==> src/shared/selfprog_pkg.sv <==
// constants and types shared by the self-programming ends
package selfprog_pkg;
    // timing at the 40 MHz system clock
    localparam int CLK_PERIOD_NS = 25;
    localparam int PROG_MIN_NS   = 3_700_000;
    localparam int PROG_MAX_NS   = 4_500_000;
    localparam int PROG_MIN_CYC  =
        (PROG_MIN_NS + CLK_PERIOD_NS - 1) / CLK_PERIOD_NS;
    localparam int PROG_MAX_CYC  = PROG_MAX_NS / CLK_PERIOD_NS;
    localparam logic [2:0] LPM_WIN_CYC = 3'd3;
    localparam logic [2:0] SPM_WIN_CYC = 3'd4;

    // control register field positions and reset value
    localparam int BIT_INT_EN        = 7;
    localparam int BIT_RWW_BUSY      = 6;
    localparam int BIT_SIG_ROW_READ  = 5;
    localparam int BIT_RWW_RE        = 4;
    localparam int BIT_LOCKFUSE      = 3;
    localparam int BIT_PAGE_WR       = 2;
    localparam int BIT_PAGE_ER       = 1;
    localparam int BIT_STORE_PROG_EN = 0;
    localparam logic [7:0] CTRL_RESET = 8'h00;
    localparam logic [7:0] CTRL_KEEP  = 8'hc0;

    // accepted low five bit patterns
    localparam logic [4:0] CMD_LOAD   = 5'h01;
    localparam logic [4:0] CMD_ERASE  = 5'h03;
    localparam logic [4:0] CMD_WRITE  = 5'h05;
    localparam logic [4:0] CMD_LOCK   = 5'h09;
    localparam logic [4:0] CMD_RWW_RE = 5'h11;

    // pointer values for fuse, lock and signature reads
    localparam logic [15:0] Z_FUSE_LOW  = 16'h0000;
    localparam logic [15:0] Z_LOCK      = 16'h0001;
    localparam logic [15:0] Z_FUSE_EXT  = 16'h0002;
    localparam logic [15:0] Z_FUSE_HIGH = 16'h0003;
    localparam logic [15:0] Z_SIG0      = 16'h0000;
    localparam logic [15:0] Z_OSC_CAL   = 16'h0001;
    localparam logic [15:0] Z_SIG1      = 16'h0002;
    localparam logic [15:0] Z_SIG2      = 16'h0004;
    localparam logic [7:0]  SIG_RESERVED = 8'hff;

    // boot section sizes and reset addresses
    localparam logic [12:0] BOOT_WORDS_3 = 13'h0200;
    localparam logic [12:0] BOOT_WORDS_2 = 13'h0400;
    localparam logic [12:0] BOOT_WORDS_1 = 13'h0800;
    localparam logic [12:0] BOOT_WORDS_0 = 13'h1000;
    localparam logic [15:0] BOOT_ADDR_3  = 16'hfe00;
    localparam logic [15:0] BOOT_ADDR_2  = 16'hfc00;
    localparam logic [15:0] BOOT_ADDR_1  = 16'hf800;
    localparam logic [15:0] BOOT_ADDR_0  = 16'hf000;

    // controller register map over AHB-Lite
    localparam logic [7:0] REG_ZPTR   = 8'h00;
    localparam logic [7:0] REG_DATA   = 8'h04;
    localparam logic [7:0] REG_CTRL   = 8'h08;
    localparam logic [7:0] REG_ACTION = 8'h0c;
    localparam logic [7:0] REG_STATUS = 8'h10;
    localparam int ACT_LPM_BIT     = 8;
    localparam int ACT_SPM_BIT     = 9;
    localparam int STAT_EE_BUSY    = 0;
    localparam int STAT_BLOCKED    = 1;
    localparam int STAT_LPM_DONE   = 2;
    localparam int STAT_FLASH_BUSY = 3;
    localparam logic       HRESP_OKAY = 1'b0;

    typedef enum logic [1:0] {
        OP_LOAD  = 2'b00,
        OP_ERASE = 2'b01,
        OP_WRITE = 2'b10,
        OP_LOCK  = 2'b11
    } flash_op_t;

    typedef enum logic {
        FL_IDLE = 1'b0,
        FL_BUSY = 1'b1
    } flash_state_t;
endpackage

==> src/shared/selfprog_if.sv <==
// link between the cpu-side controller and the self-programming device
`timescale 1ns/1ps
interface selfprog_if;
    logic        ctrl_wr;
    logic [7:0]  ctrl_wdata;
    logic [7:0]  ctrl_rdata;
    logic        lpm_req;
    logic        spm_req;
    logic [15:0] zptr;
    logic [15:0] spm_data;
    logic        eeprom_write_busy;
    logic [7:0]  lpm_data;
    logic        lpm_valid;
    logic        flash_busy;

    modport dev
    (
        input  ctrl_wr,
        input  ctrl_wdata,
        input  lpm_req,
        input  spm_req,
        input  zptr,
        input  spm_data,
        input  eeprom_write_busy,
        output ctrl_rdata,
        output lpm_data,
        output lpm_valid,
        output flash_busy
    );

    modport cpu
    (
        output ctrl_wr,
        output ctrl_wdata,
        output lpm_req,
        output spm_req,
        output zptr,
        output spm_data,
        output eeprom_write_busy,
        input  ctrl_rdata,
        input  lpm_data,
        input  lpm_valid,
        input  flash_busy
    );
endinterface

==> src/core/selfprog_dev.sv <==
// self-programming control register, read-out windows and flash timer
// Functional notes
// eeprom write busy ignores flash programming writes
// eeprom write busy also refuses fuse reads
// software checks eeprom busy before control write
// pointer 1 with lock select returns lock
// lock select clears on read or timeout
// cleared bits restore ordinary program memory load
// pointer 0 with lock select returns low fuse
// pointer 3 returns high fuse byte
// pointer 2 returns extended fuse byte
// programmed bits read zero, unprogrammed one
// signature select load returns addressed signature
// signature select clears on read or three cycles
// pointers 0, 2, 4 give identification bytes
// pointer 1 gives oscillator calibration byte
// flash write finishes across a reset
// timed flash operations last 3.7 to 4.5 ms
// boot size code selects size and address
// store enable allows store for four cycles
// other low five bit patterns are ignored
// store during signature read does nothing
// fuse, lock, signature are static inputs
//
// Implementation choices: the AHB-Lite register port and the register offsets.
`timescale 1ns/1ps
module selfprog_dev
    import selfprog_pkg::*;
#(
    parameter int PROG_CYCLES = PROG_MIN_CYC
)
(
    input  wire logic        clk,
    input  wire logic        rst_b,
    input  wire logic        por_b,
    input  wire logic        ce,
    selfprog_if.dev          bus,
    input  wire logic [7:0]  fuse_low_byte,
    input  wire logic [7:0]  fuse_high_byte,
    input  wire logic [7:0]  fuse_ext_byte,
    input  wire logic [7:0]  lock_bits,
    input  wire logic [7:0]  sig_byte0,
    input  wire logic [7:0]  sig_byte1,
    input  wire logic [7:0]  sig_byte2,
    input  wire logic [7:0]  osc_cal_byte,
    input  wire logic [1:0]  boot_size_sel,
    input  wire logic [7:0]  pm_rdata,
    output logic      [15:0] pm_addr,
    output logic             flash_op_start,
    output flash_op_t        flash_op,
    output logic      [15:0] flash_addr,
    output logic      [15:0] flash_wdata,
    output logic      [12:0] boot_words,
    output logic      [15:0] boot_reset_addr
);
    logic [7:0]   ctrl;
    logic [7:0]   next_ctrl;
    logic [2:0]   win_cnt;
    logic [2:0]   next_win;
    logic [17:0]  op_cnt;
    flash_state_t state;

    wire         busy;
    wire  [4:0]  cmd;
    wire         wr_take;
    wire         armed;
    wire         rd_lock;
    wire         rd_sig;
    wire         lpm_special;
    wire         spm_take;
    wire         timed;
    wire  [2:0]  win_limit;
    wire         expire;
    wire         op_done;
    wire  [7:0]  fuse_val;
    wire  [7:0]  sig_val;
    wire  [7:0]  lpm_val;

    function automatic logic cmd_ok(input logic [4:0] c);
        cmd_ok = (c == CMD_RWW_RE) || (c == CMD_LOCK) || (c == CMD_WRITE)
              || (c == CMD_ERASE) || (c == CMD_LOAD);
    endfunction

    function automatic flash_op_t op_of(input logic [4:0] c);
        case (c)
            CMD_ERASE: op_of = OP_ERASE;
            CMD_WRITE: op_of = OP_WRITE;
            CMD_LOCK:  op_of = OP_LOCK;
            default:   op_of = OP_LOAD;
        endcase
    endfunction

    function automatic logic [12:0] size_words(input logic [1:0] c);
        case (c)
            2'b11:   size_words = BOOT_WORDS_3;
            2'b10:   size_words = BOOT_WORDS_2;
            2'b01:   size_words = BOOT_WORDS_1;
            default: size_words = BOOT_WORDS_0;
        endcase
    endfunction

    function automatic logic [15:0] size_addr(input logic [1:0] c);
        case (c)
            2'b11:   size_addr = BOOT_ADDR_3;
            2'b10:   size_addr = BOOT_ADDR_2;
            2'b01:   size_addr = BOOT_ADDR_1;
            default: size_addr = BOOT_ADDR_0;
        endcase
    endfunction

    // command decode and access windows
    assign busy    = (state == FL_BUSY);
    assign cmd     = ctrl[4:0];
    assign wr_take = bus.ctrl_wr && !bus.eeprom_write_busy
                  && !busy && cmd_ok(bus.ctrl_wdata[4:0]);
    assign armed   = ctrl[BIT_STORE_PROG_EN] && !busy;
    assign rd_lock = armed && (cmd == CMD_LOCK) && !ctrl[BIT_SIG_ROW_READ];
    assign rd_sig  = armed && ctrl[BIT_SIG_ROW_READ] && (cmd == CMD_LOAD);
    assign lpm_special = bus.lpm_req && (win_cnt < LPM_WIN_CYC)
                      && (rd_lock || rd_sig);
    assign spm_take = bus.spm_req && armed && (win_cnt < SPM_WIN_CYC)
                   && !ctrl[BIT_SIG_ROW_READ];
    assign timed = spm_take && ((cmd == CMD_ERASE) || (cmd == CMD_WRITE)
                || (cmd == CMD_LOCK));
    assign win_limit = rd_sig ? LPM_WIN_CYC : SPM_WIN_CYC;
    assign expire  = armed && (win_cnt == win_limit - 3'd1);
    assign op_done = busy && (op_cnt == 18'(PROG_CYCLES - 1));

    // read-out multiplexers over static inputs
    assign fuse_val = (bus.zptr == Z_LOCK)      ? lock_bits :
                      (bus.zptr == Z_FUSE_LOW)  ? fuse_low_byte :
                      (bus.zptr == Z_FUSE_HIGH) ? fuse_high_byte :
                      (bus.zptr == Z_FUSE_EXT)  ? fuse_ext_byte :
                      pm_rdata;
    assign sig_val  = (bus.zptr == Z_SIG0)    ? sig_byte0 :
                      (bus.zptr == Z_SIG1)    ? sig_byte1 :
                      (bus.zptr == Z_SIG2)    ? sig_byte2 :
                      (bus.zptr == Z_OSC_CAL) ? osc_cal_byte :
                      SIG_RESERVED;
    // fuse and lock bits pass unchanged: programmed reads 0
    assign lpm_val = !lpm_special ? pm_rdata :
                     rd_sig       ? sig_val  : fuse_val;
    assign pm_addr = bus.zptr;

    assign bus.ctrl_rdata = {ctrl[7:1], ctrl[BIT_STORE_PROG_EN] | busy};
    assign bus.flash_busy = busy;

    // next control register value
    always_comb
    begin
        next_ctrl = ctrl;
        next_win  = win_cnt;
        if (op_done)
        begin
            next_ctrl = ctrl & CTRL_KEEP;
        end
        else if (wr_take)
        begin
            next_ctrl = {bus.ctrl_wdata[7], ctrl[BIT_RWW_BUSY],
                         bus.ctrl_wdata[5:0]};
            next_win  = 3'd0;
        end
        else if (armed)
        begin
            next_win = win_cnt + 3'd1;
            if (timed)
            begin
                next_ctrl[BIT_RWW_BUSY] = (cmd != CMD_LOCK);
            end
            else if (spm_take)
            begin
                next_ctrl = ctrl & CTRL_KEEP;
                next_ctrl[BIT_RWW_BUSY] = 1'b0;
            end
            else if (lpm_special || expire)
            begin
                next_ctrl = ctrl & CTRL_KEEP;
            end
        end
    end

    always_ff @(posedge clk)
    begin
        if (!rst_b)
        begin
            ctrl    <= CTRL_RESET;
            win_cnt <= 3'd0;
        end
        else if (ce)
        begin
            ctrl    <= next_ctrl;
            win_cnt <= next_win;
        end
    end

    // flash timer only power-on reset stops it
    always_ff @(posedge clk)
    begin
        if (!por_b)
        begin
            state  <= FL_IDLE;
            op_cnt <= 18'h0;
        end
        else if (ce)
        begin
            case (state)
                FL_IDLE:
                begin
                    op_cnt <= 18'h0;
                    if (timed && rst_b)
                        state <= FL_BUSY;
                end
                FL_BUSY:
                begin
                    op_cnt <= op_cnt + 18'h1;
                    if (op_done)
                        state <= FL_IDLE;
                end
                default: state <= FL_IDLE;
            endcase
        end
    end

    // load results and flash operation requests
    always_ff @(posedge clk)
    begin
        if (!rst_b)
        begin
            bus.lpm_valid   <= 1'b0;
            bus.lpm_data    <= 8'h00;
            flash_op_start  <= 1'b0;
            flash_op        <= OP_LOAD;
            flash_addr      <= 16'h0000;
            flash_wdata     <= 16'h0000;
            boot_words      <= BOOT_WORDS_0;
            boot_reset_addr <= BOOT_ADDR_0;
        end
        else if (ce)
        begin
            bus.lpm_valid   <= bus.lpm_req;
            flash_op_start  <= spm_take && (cmd != CMD_RWW_RE);
            boot_words      <= size_words(boot_size_sel);
            boot_reset_addr <= size_addr(boot_size_sel);
            if (bus.lpm_req)
                bus.lpm_data <= lpm_val;
            if (spm_take)
            begin
                flash_op    <= op_of(cmd);
                flash_addr  <= bus.zptr;
                flash_wdata <= bus.spm_data;
            end
        end
    end
endmodule

==> src/flat_wrapper.sv <==
// flat-port wrapper written by rule: the top's interface ports become plain ports
module selfprog_dev_flat import selfprog_pkg::*;
#(
    parameter int PROG_CYCLES = PROG_MIN_CYC
)
  (clk, rst_b, por_b, ce, fuse_low_byte, fuse_high_byte, fuse_ext_byte, lock_bits, sig_byte0, sig_byte1, sig_byte2, osc_cal_byte, boot_size_sel, pm_rdata, pm_addr, flash_op_start, flash_op, flash_addr, flash_wdata, boot_words, boot_reset_addr, bus_ctrl_wr, bus_ctrl_wdata, bus_lpm_req, bus_spm_req, bus_zptr, bus_spm_data, bus_eeprom_write_busy, bus_ctrl_rdata, bus_lpm_data, bus_lpm_valid, bus_flash_busy);
  selfprog_if bus_i ();
  input  wire logic clk;
  input  wire logic rst_b;
  input  wire logic por_b;
  input  wire logic ce;
  input  wire logic [7:0] fuse_low_byte;
  input  wire logic [7:0] fuse_high_byte;
  input  wire logic [7:0] fuse_ext_byte;
  input  wire logic [7:0] lock_bits;
  input  wire logic [7:0] sig_byte0;
  input  wire logic [7:0] sig_byte1;
  input  wire logic [7:0] sig_byte2;
  input  wire logic [7:0] osc_cal_byte;
  input  wire logic [1:0] boot_size_sel;
  input  wire logic [7:0] pm_rdata;
  output logic      [15:0] pm_addr;
  output logic flash_op_start;
  output flash_op_t flash_op;
  output logic      [15:0] flash_addr;
  output logic      [15:0] flash_wdata;
  output logic      [12:0] boot_words;
  output logic      [15:0] boot_reset_addr;
  input wire logic [$bits(bus_i.ctrl_wr)-1:0] bus_ctrl_wr;
  input wire logic [$bits(bus_i.ctrl_wdata)-1:0] bus_ctrl_wdata;
  input wire logic [$bits(bus_i.lpm_req)-1:0] bus_lpm_req;
  input wire logic [$bits(bus_i.spm_req)-1:0] bus_spm_req;
  input wire logic [$bits(bus_i.zptr)-1:0] bus_zptr;
  input wire logic [$bits(bus_i.spm_data)-1:0] bus_spm_data;
  input wire logic [$bits(bus_i.eeprom_write_busy)-1:0] bus_eeprom_write_busy;
  output wire logic [$bits(bus_i.ctrl_rdata)-1:0] bus_ctrl_rdata;
  output wire logic [$bits(bus_i.lpm_data)-1:0] bus_lpm_data;
  output wire logic [$bits(bus_i.lpm_valid)-1:0] bus_lpm_valid;
  output wire logic [$bits(bus_i.flash_busy)-1:0] bus_flash_busy;
  assign bus_i.ctrl_wr = bus_ctrl_wr;
  assign bus_i.ctrl_wdata = bus_ctrl_wdata;
  assign bus_i.lpm_req = bus_lpm_req;
  assign bus_i.spm_req = bus_spm_req;
  assign bus_i.zptr = bus_zptr;
  assign bus_i.spm_data = bus_spm_data;
  assign bus_i.eeprom_write_busy = bus_eeprom_write_busy;
  assign bus_ctrl_rdata = bus_i.ctrl_rdata;
  assign bus_lpm_data = bus_i.lpm_data;
  assign bus_lpm_valid = bus_i.lpm_valid;
  assign bus_flash_busy = bus_i.flash_busy;
  selfprog_dev #(.PROG_CYCLES(PROG_CYCLES)) u_core (.clk(clk), .rst_b(rst_b), .por_b(por_b), .ce(ce), .bus(bus_i), .fuse_low_byte(fuse_low_byte), .fuse_high_byte(fuse_high_byte), .fuse_ext_byte(fuse_ext_byte), .lock_bits(lock_bits), .sig_byte0(sig_byte0), .sig_byte1(sig_byte1), .sig_byte2(sig_byte2), .osc_cal_byte(osc_cal_byte), .boot_size_sel(boot_size_sel), .pm_rdata(pm_rdata), .pm_addr(pm_addr), .flash_op_start(flash_op_start), .flash_op(flash_op), .flash_addr(flash_addr), .flash_wdata(flash_wdata), .boot_words(boot_words), .boot_reset_addr(boot_reset_addr));
endmodule
==> config.mk <==
export PLATFORM = sky130hd
export DESIGN_NAME = selfprog_dev_flat
export DESIGN_NICKNAME = d
export VERILOG_FILES = /design/src/shared/selfprog_pkg.sv /design/src/shared/selfprog_if.sv /design/src/core/selfprog_dev.sv /design/src/flat_wrapper.sv
export SDC_FILE = /design/constraint.sdc
export NUM_CORES = 1
export LEC_CHECK = 0
export BUFFER_PORTS_ARGS = -buffer_cell sky130_fd_sc_hd__buf_2
export CAP_MARGIN = 30
export CORE_ASPECT_RATIO = 0.9
export CORE_MARGIN = 8
export CORE_UTILIZATION = 50
export DETAILED_ROUTE_END_ITERATION = 8
export PLACE_DENSITY = 0.88
export SLEW_MARGIN = 10
export SYNTH_ARGS = -nofsm -noshare
export SYNTH_HDL_FRONTEND = slang
export SYNTH_SLANG_ARGS = --single-unit
==> constraint.sdc <==
create_clock -name clk -period 3.6 [get_ports clk]
set_clock_uncertainty 0.1 [all_clocks]
set_input_delay 0.72 -clock clk [delete_from_list [all_inputs] [get_ports clk]]
set_output_delay 0.72 -clock clk [all_outputs]
set_load 0.005 [all_outputs]
==> metrics.txt, run 1 <==
most frequent cells after synthesis=nand2_1, dfxtp_1, buf_4, a21boi_0, nor2_1; clock sinks=80; CP Data Required Time=3.75 ns; synth-to-layout area growth=21.12%; initial antenna violation count=1; GRT met1 Usage=21.75%; clock slew at reported path FFs=0.09 ns; Routed Wire Length=13.13 mm; area leader, netlist=dfxtp_1; vias in the first global route=4430; Core Area=8960 um^2; total gr overflow=0; clock tree from TritonCTS=done; RSZ-0062 raised after global routing=false; DR vias/cell=5.384; FF+latch count, synth=80; Reg2Reg Setup Slack=1.38 ns; Final Wtd Congestion=0.8492; Yosys Warn Count=0; crit path time final=2.647 ns; FFs w/ async S/R, synth=0%; Site Rows=33; crit-path max cell delay=0.55 ns; Filler Cells Inserted=826; Hold-fix buffers, CTS=0; Worst Hold End=u_core.flash_addr[6]; synthesized cell area=4514 um^2; most area-consuming cells after synthesis=dfxtp_1, buf_4, nand2_1, a21boi_0, mux4_2; PostCTS Resize Cnt=0; Pleak=2.295 nW; hold depth=2; class of the worst hold path=flip-flop to flip-flop; die area=12330 um^2; TNS Setup=0 ns; met2 Use GR=36.84%; PortBufs=196; Skew-Pair Late Insertion Delay=0.36 ns; Finished Core Util=61.03%; RR Startpoint=u_core.ctrl[1]; worst slew pin tran=0.6570 ns; Final Max Slew Viols=0; Max clock buf depth=2; Initial Utilization=50.38%; CP Max Fanout=14; met3 Resource Use GR=7.139%; post-CTS setup buffers=0; busiest grt layer=met2; DRC Markers=0; Synth Flop Type=dfxtp_1; Chip Height=106.1 um; Post-Synthesis Cells=525; global-route wire length before repair=20.93 mm; DRT iter0 DRCs=279; placed cell areas=5276 um^2; Die Wd=116.2 um; Hold Startpoint=u_core.flash_addr[6]; worst reg2reg path depth=5; WS Path Type=input pin to flip-flop; drt wl/cell=16.25 um; Rel. slew slack=55.91%; worst r2r dst=u_core.bus.lpm_data[5]; number of flops mapped to enable cells by yosys=0; Startpoint Class=input pin; top cell type's share of synthesized area=35.48%; Netlist cell types=62; Hold Fails Final Rpt=0; PwrDens=321.8 nW/um^2; I/O Pins=220; Num CTS Buffers=9; Post-DP HPWL=10.63 mm; most frequent cell after synthesis=nand2_1; CP Capture Type=flip-flop; largest net degree at the start of global routing=38; DR pass1 iterations=4; Worst EP arrival=2.80 ns; routed vias=4350; sequential fraction of the synthesis area=35.48%; CP max stage cell=a2111oi_0; Multi-input gate area=2470 um^2; Mean Syn Cell Area=8.599 um^2; final instance area=5468 um^2; Highest Clock Rate=377.8 MHz; period utilization=73.52%; Worst Path Buf+Inv=1; Largest delay share family, worst path=simple AND/OR/NAND/NOR gates; crit path cell chain=buf_2, nor4_1, nand4_1, a2111oi_0, o21ai_0, o2111a_1; count of final setup violators=0; layout cell share with drive strength beyond 1=35.47%; Total Routing Usage GR=20.90%; max-cap violations=0; CTS Root Cell=clkbuf_8; CTS H-Tree Depth=3; status=finished, final reports clean; # nets final=804; Routed Antenna Nets=0; sequential cell area=1602 um^2; Worst VDD drop=0.0001796 V
## through the flow
| step | std cells | power (mW) | hold WS [ns] | setup WS (ns) |
|---|---|---|---|---|
| 2_1_floorplan | 545 | 1.075 | 0.3600 | 1.436 |
| 6_report | 808 | 1.759 | 0.3650 | 0.9534 |
| 3_3_place_gp | 791 | 1.157 | 0.3479 | 0.6860 |
| 5_1_grt | 808 | 1.842 | 0.3855 | 0.8434 |
| 4_1_cts | 807 | 1.781 | 0.3675 | 1.003 |
| 3_5_place_dp | 791 | 1.164 | 0.3555 | 0.6366 |
## worst max-delay path by stage
stage	from	to	slack (ns)	cells after the start
5_1_grt	bus_zptr[11]	u_core.bus.lpm_data[7]	0.84	6
3_5_place_dp	bus_zptr[11]	u_core.bus.lpm_data[7]	0.64	6
2_1_floorplan	bus_zptr[4]	u_core.bus.lpm_data[5]	1.44	6
3_3_place_gp	bus_zptr[11]	u_core.bus.lpm_data[5]	0.69	6
4_1_cts	bus_zptr[11]	u_core.bus.lpm_data[7]	1.00	6
6_report	bus_zptr[11]	u_core.bus.lpm_data[6]	0.95	6
## sequential cells by signal (all words and copies together), names as in the netlist
name and flops:
u_core.boot_words 4, u_core.flash_wdata 16, u_core.ctrl 8, u_core.flash_op 2
u_core.boot_reset_addr 2, u_core.win_cnt 3, u_core.bus.flash_busy 1, u_core.flash_addr 16
u_core.flash_op_start 1, u_core.bus.lpm_valid 1, u_core.op_cnt 18, u_core.bus.lpm_data 8
## kinds of logic after synthesis
| kind of cell | Yosys count | synth area share, % |
|---|---|---|
| AOI/OAI and AO/OA | 117 | 18.85 |
| xor gates and xnor gates | 16 | 3.104 |
| adders and majority gates | 2 | 0.5542 |
| buffers and inverters | 87 | 11.47 |
| DFF | 80 | 35.48 |
| muxes | 15 | 5.599 |
| other | 2 | 0.1664 |
| and+or+nand+nor | 206 | 24.78 |
## layout by cell type (no fill, tap or decap), types with 6 or more instances in the layout
cell and instances:
a2111oi_0 6, a21boi_0 38, a21oi_1 11, and3_1 8
buf_2 196, clkbuf_8 10, conb_1 22, dfxtp_1 80
inv_1 11, mux4_2 8, nand2_1 83, nand2b_1 10
nand3_1 17, nor2_1 19, nor2b_1 12, nor3_1 11
nor4_1 7, o2111a_1 6, o21a_1 7, o21ai_0 18
o22a_1 8, xnor2_1 9, xor2_1 7
## per-layer routing
metal,vias up,share of wire (%),wire length (um)
met5,-,0,0
met3,31,9.7,1273
met4,0,3.4,444
li1,2102,-,-
met1,2029,37,4829
met2,188,50,6578
## worst min-delay path, cell delays in order (launching register included)
cell and delay [ns]:
dfxtp_1 0.31, nand2_1 0.04, a21boi_0 0.06
## area by class of cell
class | count | share of cell area (%)
repair buffers | 200 | 18.49
multi-input cells | 378 | 45.17
flip-flops and latches | 80 | 29.29
clock buffers | 10 | 2.517
inverters | 11 | 0.7551
clock inverters | 6 | 0.9382
diodes | 1 | 0.04577
well taps | 122 | 2.792
## power breakdown
part | internal [mW] | switching, mW | total, mW
registers | 0.900 | 0.0120 | 0.912
logic | 0.118 | 0.113 | 0.232
clock network | 0.277 | 0.339 | 0.616
total | 1.30 | 0.464 | 1.76
No activity file was read; power rests on OpenSTA's default activity.
==> inputs of run 2 (changes only) <==
--- a/config.mk
+++ b/config.mk
@@ -9,9 +9,9 @@
 export CAP_MARGIN = 30
 export CORE_ASPECT_RATIO = 0.9
 export CORE_MARGIN = 8
-export CORE_UTILIZATION = 50
+export CORE_UTILIZATION = 42
 export DETAILED_ROUTE_END_ITERATION = 8
-export PLACE_DENSITY = 0.88
+export PLACE_DENSITY = 0.79
 export SLEW_MARGIN = 10
 export SYNTH_ARGS = -nofsm -noshare
 export SYNTH_HDL_FRONTEND = slang
==> constraint.sdc (replaced) <==
create_clock -name clk -period 2.39 [get_ports clk]
set_clock_uncertainty 0.1 [all_clocks]
set_input_delay 0.478 -clock clk [delete_from_list [all_inputs] [get_ports clk]]
set_output_delay 0.478 -clock clk [all_outputs]
set_load 0.005 [all_outputs]
==> run 2 against run 1 <==
  * First-iteration DRC count up 10%
  * Sequential share of layout area down 1.0 points
  * Largest cell class unchanged
  * Worst setup slack worse by 0.76 ns
  * Highest routed layer unchanged
  * Sequential power up 50%
  * Critical endpoint is now u_core.bus.lpm_data[4]
==> metrics.txt, run 2 (synthesis results as in run 1) <==
Largest register FFs=18 (unchanged); PwrDens=519.4 nW/um^2 (was 321.8 nW/um^2); Hold Fails Final Rpt=0 (unchanged); WS Path Type=flip-flop to flip-flop (was input pin to flip-flop); Hold-fix buffers, CTS=0 (unchanged); synth-to-layout area growth=25.53% (was 21.12%); Initial Utilization=42.47% (was 50.38%); sw frac=23.63% (was 26.38%); clock tree from TritonCTS=done (unchanged); routed vias=4330 (was 4350); sequential cell area=1602 um^2 (unchanged); DR vias/cell=5.204 (was 5.384); CP Data Required Time=2.50 ns (was 3.75 ns); Skew-Pair Late Insertion Delay=0.33 ns (was 0.36 ns); Die Wd=125.3 um (was 116.2 um); Site Rows=36 (was 33); vias in the first global route=4436 (was 4430); count of final setup violators=0 (unchanged); class of the worst hold path=input pin to flip-flop (was flip-flop to flip-flop); status=finished, final reports clean (unchanged); Max clock buf depth=2 (unchanged); Routed Antenna Nets=0 (unchanged); die area=14330 um^2 (was 12330 um^2); Psw=0.6954 mW (was 0.4641 mW); total gr overflow=0 (unchanged); Pleak=2.405 nW (was 2.295 nW); Post-DP HPWL=10.87 mm (was 10.63 mm); max-cap violations=0 (unchanged); most frequent cells in the layout=buf_2, nand2_1, dfxtp_1, a21boi_0, conb_1 (unchanged); clock slew at reported path FFs=0.06 ns (was 0.09 ns); Chip Height=114.4 um (was 106.1 um); largest net degree at the start of global routing=35 (was 38); Finished Core Util=53.31% (was 61.03%); Highest Clock Rate=455.1 MHz; final instance area=5667 um^2 (was 5468 um^2); Filler Cells Inserted=995 (was 826); DR pass1 iterations=4 (unchanged); PortBufs=196 (unchanged); Hold Worst Slack=0.2970 ns (was 0.3650 ns); Core Area=10630 um^2 (was 8960 um^2); Biggest register=u_core.op_cnt (unchanged); Num CTS Buffers=9 (unchanged); Pint=2.248 mW (was 1.295 mW); Total Routing Usage GR=18.06% (was 20.90%); CTS H-Tree Depth=3 (unchanged); Multi-input gate area=2470 um^2 (unchanged); CTS Root Cell=clkbuf_16 (was clkbuf_8); drt wl/cell=16.11 um (was 16.25 um); CP Capture Type=flip-flop (unchanged); DRT iter0 DRCs=308 (was 279); Final Wtd Congestion=0.8546 (was 0.8492); Worst VDD drop=0.0002418 V (was 0.0001796 V); commonest non-fill, non-tap cell in the layout=buf_2 (unchanged); layout cell share with drive strength beyond 1=36.19% (was 35.47%); clock share of power=41.0% (was 35.0%); worst slew pin tran=0.5331 ns (was 0.6570 ns); placed cell areas=5408 um^2 (was 5276 um^2); initial antenna violation count=0 (was 1); # nets final=818 (was 804); crit path time final=2.197 ns; sequential share of power=46.7% (was 51.8%); Power, Total=2.943 mW (was 1.759 mW); clock sinks=80 (unchanged); period utilization=91.93%; Startpoint Class=flip-flop (was input pin); CP Max Fanout=8 (was 14); Rel. slew slack=64.46% (was 55.91%); combinational fraction of design power=12.3% (was 13.2%); PostCTS Resize Cnt=0 (unchanged); Final Max Slew Viols=0 (unchanged); Regs by FF count=u_core.op_cnt: 18 flops, u_core.flash_addr: 16 flops, u_core.flash_wdata: 16 flops (unchanged); post-CTS setup buffers=0 (unchanged); global-route wire length before repair=21.27 mm (was 20.93 mm); I/O Pins=220 (unchanged); RSZ-0062 raised after global routing=false (unchanged); Worst EP arrival=2.31 ns (was 2.80 ns); Routed Wire Length=13.40 mm (was 13.13 mm); ant diodes=0 (was 1); DRC Markers=0 (unchanged)
-- run 2: path summary, 6_finish.rpt --
path | slack [ns] | depth (start not counted) | to | start
setup / recovery | 0.19 | 5 | u_core.bus.lpm_data[4] | u_core.ctrl[0]
hold / removal | 0.30 | 3 | u_core.flash_wdata[6] | bus_spm_data[6]
setup reg to reg | 0.19 | 5 | u_core.bus.lpm_data[4] | u_core.ctrl[0]
hold reg to reg | 0.36 | 2 | u_core.flash_addr[10] | u_core.flash_addr[10]
-- run 2: metal layers --
| layer | vias to the layer above | routed length (um) | GRT usage, % |
|---|---|---|---|
| met2 | 202 | 6410 | 32.01 |
| met1 | 1985 | 5526 | 19.58 |
| li1 | 2126 | - | - |
| met4 | 0 | 274 | 6.240 |
| met5 | - | 0 | 0 |
| met3 | 17 | 1193 | 6.657 |
-- run 2: final cells by class --
| type | count | area share, % |
|---|---|---|
| well taps | 133 | 2.937 |
| clock buffers | 13 | 4.239 |
| clock inverters | 3 | 0.3312 |
| multi-input cells | 378 | 43.59 |
| inverters | 11 | 0.7286 |
| repair buffers | 214 | 19.92 |
| flip-flops and latches | 80 | 28.26 |
-- run 2: per-stage QoR --
stage / TNS (ns) / worst slack (ns) / instances
after global routing: 0 / 0.07287 / 832
after floorplan: 0 / 0.4678 / 545
final: 0 / 0.1929 / 832
after global placement: 0 / 0.06696 / 816
after detailed placement: -0.04075 / -0.04075 / 816
after CTS: 0 / 0.2464 / 832
-- run 2: power by group through the flow --
stage               registers (mW)  logic, mW  clock network [mW]
finish                        1.37      0.363                1.21
global placement              1.40      0.354                   0
CTS                           1.37      0.364                1.25
floorplan                     1.40      0.218                   0
global route                  1.38      0.397                1.31
detailed placement            1.40      0.362                   0
-- run 2: worst max-delay path, stage by stage (launching register included) --
cell	delay, ns
dfxtp_1	0.46
nor4b_4	0.38
nand4_4	0.18
nor3b_2	0.45
o21ai_0	0.31
o2111a_1	0.20
==> inputs of run 3 (changes only) <==
--- a/config.mk
+++ b/config.mk
@@ -5,14 +5,15 @@
 export SDC_FILE = /design/constraint.sdc
 export NUM_CORES = 1
 export LEC_CHECK = 0
+export ABC_AREA = 1
 export BUFFER_PORTS_ARGS = -buffer_cell sky130_fd_sc_hd__buf_2
 export CAP_MARGIN = 30
 export CORE_ASPECT_RATIO = 0.9
 export CORE_MARGIN = 8
-export CORE_UTILIZATION = 42
+export CORE_UTILIZATION = 43
 export DETAILED_ROUTE_END_ITERATION = 8
-export PLACE_DENSITY = 0.79
-export SLEW_MARGIN = 10
+export PLACE_DENSITY_LB_ADDON = 0.08
+export SLEW_MARGIN = 40
 export SYNTH_ARGS = -nofsm -noshare
 export SYNTH_HDL_FRONTEND = slang
 export SYNTH_SLANG_ARGS = --single-unit
==> run 3 against run 2 <==
  * Routed wire length rose by 15%
  * Worst setup slack improved by 0.12 ns
  * Synthesized area increased by 5.2%
  * Combinational power fell by 14%
  * Flip-flop and latch count did not move
  * Worst hold slack lost 0.038 ns
  * Sequential share of layout area shrank 1.1 points
  * Synthesized cell count is 41% higher
  * Global-route usage increased by 3.0 points
  * Largest cell class unchanged
  * Largest power group unchanged
  * Highest routed layer unchanged
==> metrics.txt, run 3 <==
status=finished, final reports clean (unchanged); DR pass1 iterations=5 (was 4); count of final setup violators=0 (unchanged); CTS H-Tree Depth=3 (unchanged); Hold Fails Final Rpt=0 (unchanged); WS Path Type=flip-flop to flip-flop (unchanged); Highest Clock Rate=480.8 MHz (was 455.1 MHz); Netlist cell types=39 (was 62); placed cell areas=5620 um^2 (was 5408 um^2); Startpoint Class=flip-flop (unchanged); Routed Antenna Nets=0 (unchanged); die area=14660 um^2 (was 14330 um^2); PwrDens=512.4 nW/um^2 (was 519.4 nW/um^2); global-route wire length before repair=25.34 mm (was 21.27 mm); Pleak=3.093 nW (was 2.405 nW); routed vias=5170 (was 4330); Num CTS Buffers=9 (unchanged); FFs w/ async S/R, synth=0% (unchanged); area leader, netlist=dfxtp_1 (unchanged); most frequent cell after synthesis=nand2_1 (unchanged); RSZ-0062 raised after global routing=false (unchanged); most area-consuming cells after synthesis=dfxtp_1, nand2_1, nor2_1, buf_4, inv_1 (was dfxtp_1, buf_4, nand2_1, a21boi_0, mux4_2); Worst EP arrival=2.21 ns (was 2.31 ns); crit path time final=2.080 ns (was 2.197 ns); layout cell share with drive strength beyond 1=28.15% (was 36.19%); worst reg2reg path depth=10 (was 5); period utilization=87.03% (was 91.93%); clock slew at reported path FFs=0.06 ns (about the same); Final Max Slew Viols=0 (unchanged); hold depth=3 (unchanged); drt wl/cell=14.76 um (was 16.11 um); sequential fraction of the synthesis area=33.74% (was 35.48%); DR vias/cell=4.943 (was 5.204); Hold Startpoint=bus_spm_data[15] (was bus_spm_data[6]); Worst Hold End=u_core.flash_wdata[15] (was u_core.flash_wdata[6]); Core Area=10810 um^2 (was 10630 um^2); I/O Pins=220 (unchanged); final instance area=5906 um^2 (was 5667 um^2); # nets final=1033 (was 818); Max clock buf depth=2 (unchanged); Hold Worst Slack=0.2592 ns (was 0.2970 ns); Mean Syn Cell Area=6.406 um^2 (was 8.599 um^2); Power, Total=3.026 mW (was 2.943 mW); Final Wtd Congestion=0.9446 (was 0.8546); PortBufs=196 (unchanged); initial antenna violation count=0 (unchanged); worst r2r dst=u_core.bus.lpm_data[0] (was u_core.bus.lpm_data[4]); synth-to-layout area growth=24.41% (was 25.53%); Biggest register=u_core.op_cnt (unchanged); CP Data Required Time=2.52 ns (was 2.50 ns); Rel. slew slack=60.18% (was 64.46%); worst slew pin tran=0.5959 ns (was 0.5331 ns); Worst VDD drop=0.0004614 V (was 0.0002418 V); most frequent cells after synthesis=nand2_1, nor2_1, dfxtp_1, inv_1, buf_4 (was nand2_1, dfxtp_1, buf_4, a21boi_0, nor2_1); vias in the first global route=5200 (was 4436); FF+latch count, synth=80 (unchanged); Chip Height=115.7 um (was 114.4 um); area share of xor/xnor cells in the synthesized design=0% (was 3.104%); multiplexer share of the synthesized area=0% (was 5.599%); synthesized cell area=4747 um^2 (was 4514 um^2); top cell type's share of synthesized area=33.74% (was 35.48%); DRT iter0 DRCs=363 (was 308); total gr overflow=0 (unchanged); CP Capture Type=flip-flop (unchanged); Routed Wire Length=15.44 mm (was 13.40 mm); crit path cell chain=or2_1, nor2_1, nand2_1, nand2_1, nand2_1, buf_4, nor2_2, nand2_1, nand2_1, a21oi_2 (was nor4b_4, nand4_4, nor3b_2, o21ai_0, o2111a_1); Crit path top cell by count=nand2_1; max-cap violations=0 (unchanged); simple logic cell fraction of the synthesized area=34.24% (was 24.78%); Placed Cells=1031 (was 816); PostCTS Resize Cnt=0 (unchanged); compound-gate portion of the synthesized area=14.36% (was 18.85%); adder-cell area share of the yosys netlist=0.5271% (was 0.5543%); Largest register FFs=18 (unchanged); clock sinks=80 (unchanged); ant diodes=0 (unchanged); DRC Markers=0 (unchanged); Regs by FF count=u_core.op_cnt: 18 flops, u_core.flash_addr: 16 flops, u_core.flash_wdata: 16 flops (unchanged); TNS Setup=0 ns (unchanged); commonest non-fill, non-tap cell in the layout=buf_2 (unchanged); Hold-fix buffers, CTS=0 (unchanged); CTS Root Cell=clkbuf_16 (unchanged); Post-Place Setup Slack=0.1270 ns (was -0.04075 ns); Site Rows=36 (unchanged); post-CTS setup buffers=0 (unchanged); Reg2Reg Setup Slack=0.31 ns (was 0.19 ns); Die Wd=126.8 um (was 125.3 um); Setup WS post-layout=0.3100 ns (was 0.1929 ns); CP max stage cell=dfxtp_1 (unchanged); Synth Flop Type=dfxtp_1 (unchanged); Skew-Pair Late Insertion Delay=0.34 ns (was 0.33 ns); Post-Synthesis Cells=741 (was 525); largest net degree at the start of global routing=31 (was 35); class of the worst hold path=input pin to flip-flop (unchanged); crit-path max cell delay=0.35 ns (was 0.46 ns); Total Routing Usage GR=21.06% (was 18.06%); most frequent cells in the layout=buf_2, nand2_1, nor2_1, dfxtp_1, inv_1 (was buf_2, nand2_1, dfxtp_1, a21boi_0, conb_1); post-route insts no fill=1046 (was 832); CP Max Fanout=15 (was 8); Initial Utilization=43.91% (was 42.47%); RR Startpoint=u_core.ctrl[2] (was u_core.ctrl[0]); clock tree from TritonCTS=done (unchanged); Post-DP HPWL=12.03 mm (was 10.87 mm); Finished Core Util=54.63% (was 53.31%); Yosys Warn Count=0 (unchanged); number of flops mapped to enable cells by yosys=0 (unchanged); largest family of logic cells by synthesized area=simple AND/OR/NAND/NOR gates (unchanged)
-- run 3: changes by cell type after synthesis, sizes merged, moves of 8 or more --
cell | previous run | this run
nor2 | 20 | 118
nand2 | 83 | 167
inv | 11 | 85
a21oi | 11 | 53
o21ai | 21 | 62
a21boi | 39 | 0
nand3 | 17 | 43
nand4 | 6 | 20
nor2b | 12 | 0
nand2b | 10 | 0
xnor2 | 9 | 0
mux4 | 8 | 0
o22a | 8 | 0
-- run 3: cell families after synthesis --
group                      count (synthesis)
DFF                                       80
adders and majority gates                  2
AOI/OAI and AO/OA                        126
other                                      2
and+or+nand+nor                          372
buffers and inverters                    159
-- run 3: where the power goes --
part	switching, mW	internal (mW)
registers	0.0106	1.35
clock network	0.549	0.803
logic	0.175	0.137
-- run 3: worst max path at each step --
stage,start,end,cells after the start
after floorplan,bus_zptr[11],u_core.bus.lpm_data[2],13
after global placement,bus_zptr[4],u_core.bus.lpm_data[3],14
after detailed placement,bus_zptr[6],u_core.bus.lpm_data[3],14
after CTS,u_core.ctrl[2],u_core.bus.lpm_data[1],11
after global routing,u_core.ctrl[2],u_core.bus.lpm_data[1],11
final,u_core.ctrl[2],u_core.bus.lpm_data[0],10
-- run 3: area by class of cell --
type / count / area, um^2
Fill cell: 1141 / 4905
Multi-Input combinational cell: 522 / 2415
Sequential cell: 80 / 1602
Timing Repair Buffer: 211 / 1119
Inverter: 85 / 319.1
Clock buffer: 10 / 229.0
Tap cell: 133 / 166.4
Clock inverter: 5 / 56.30
-- run 3: critical path: cells and delay by family (launching register included) --
kind | cells | cell delay (ns)
buffers and inverters | 1 | 0.19
AND/OR/NAND/NOR | 8 | 1.26
AO/OA/AOI/OAI | 1 | 0.06
flip-flops | 1 | 0.35
-- run 3: layer usage --
| layer | global-route usage, % | wire [um] |
|---|---|---|
| met5 | 0 | 0 |
| met4 | 5.542 | 221 |
| met3 | 7.452 | 1281 |
| met2 | 35.55 | 7315 |
| met1 | 25.05 | 6621 |
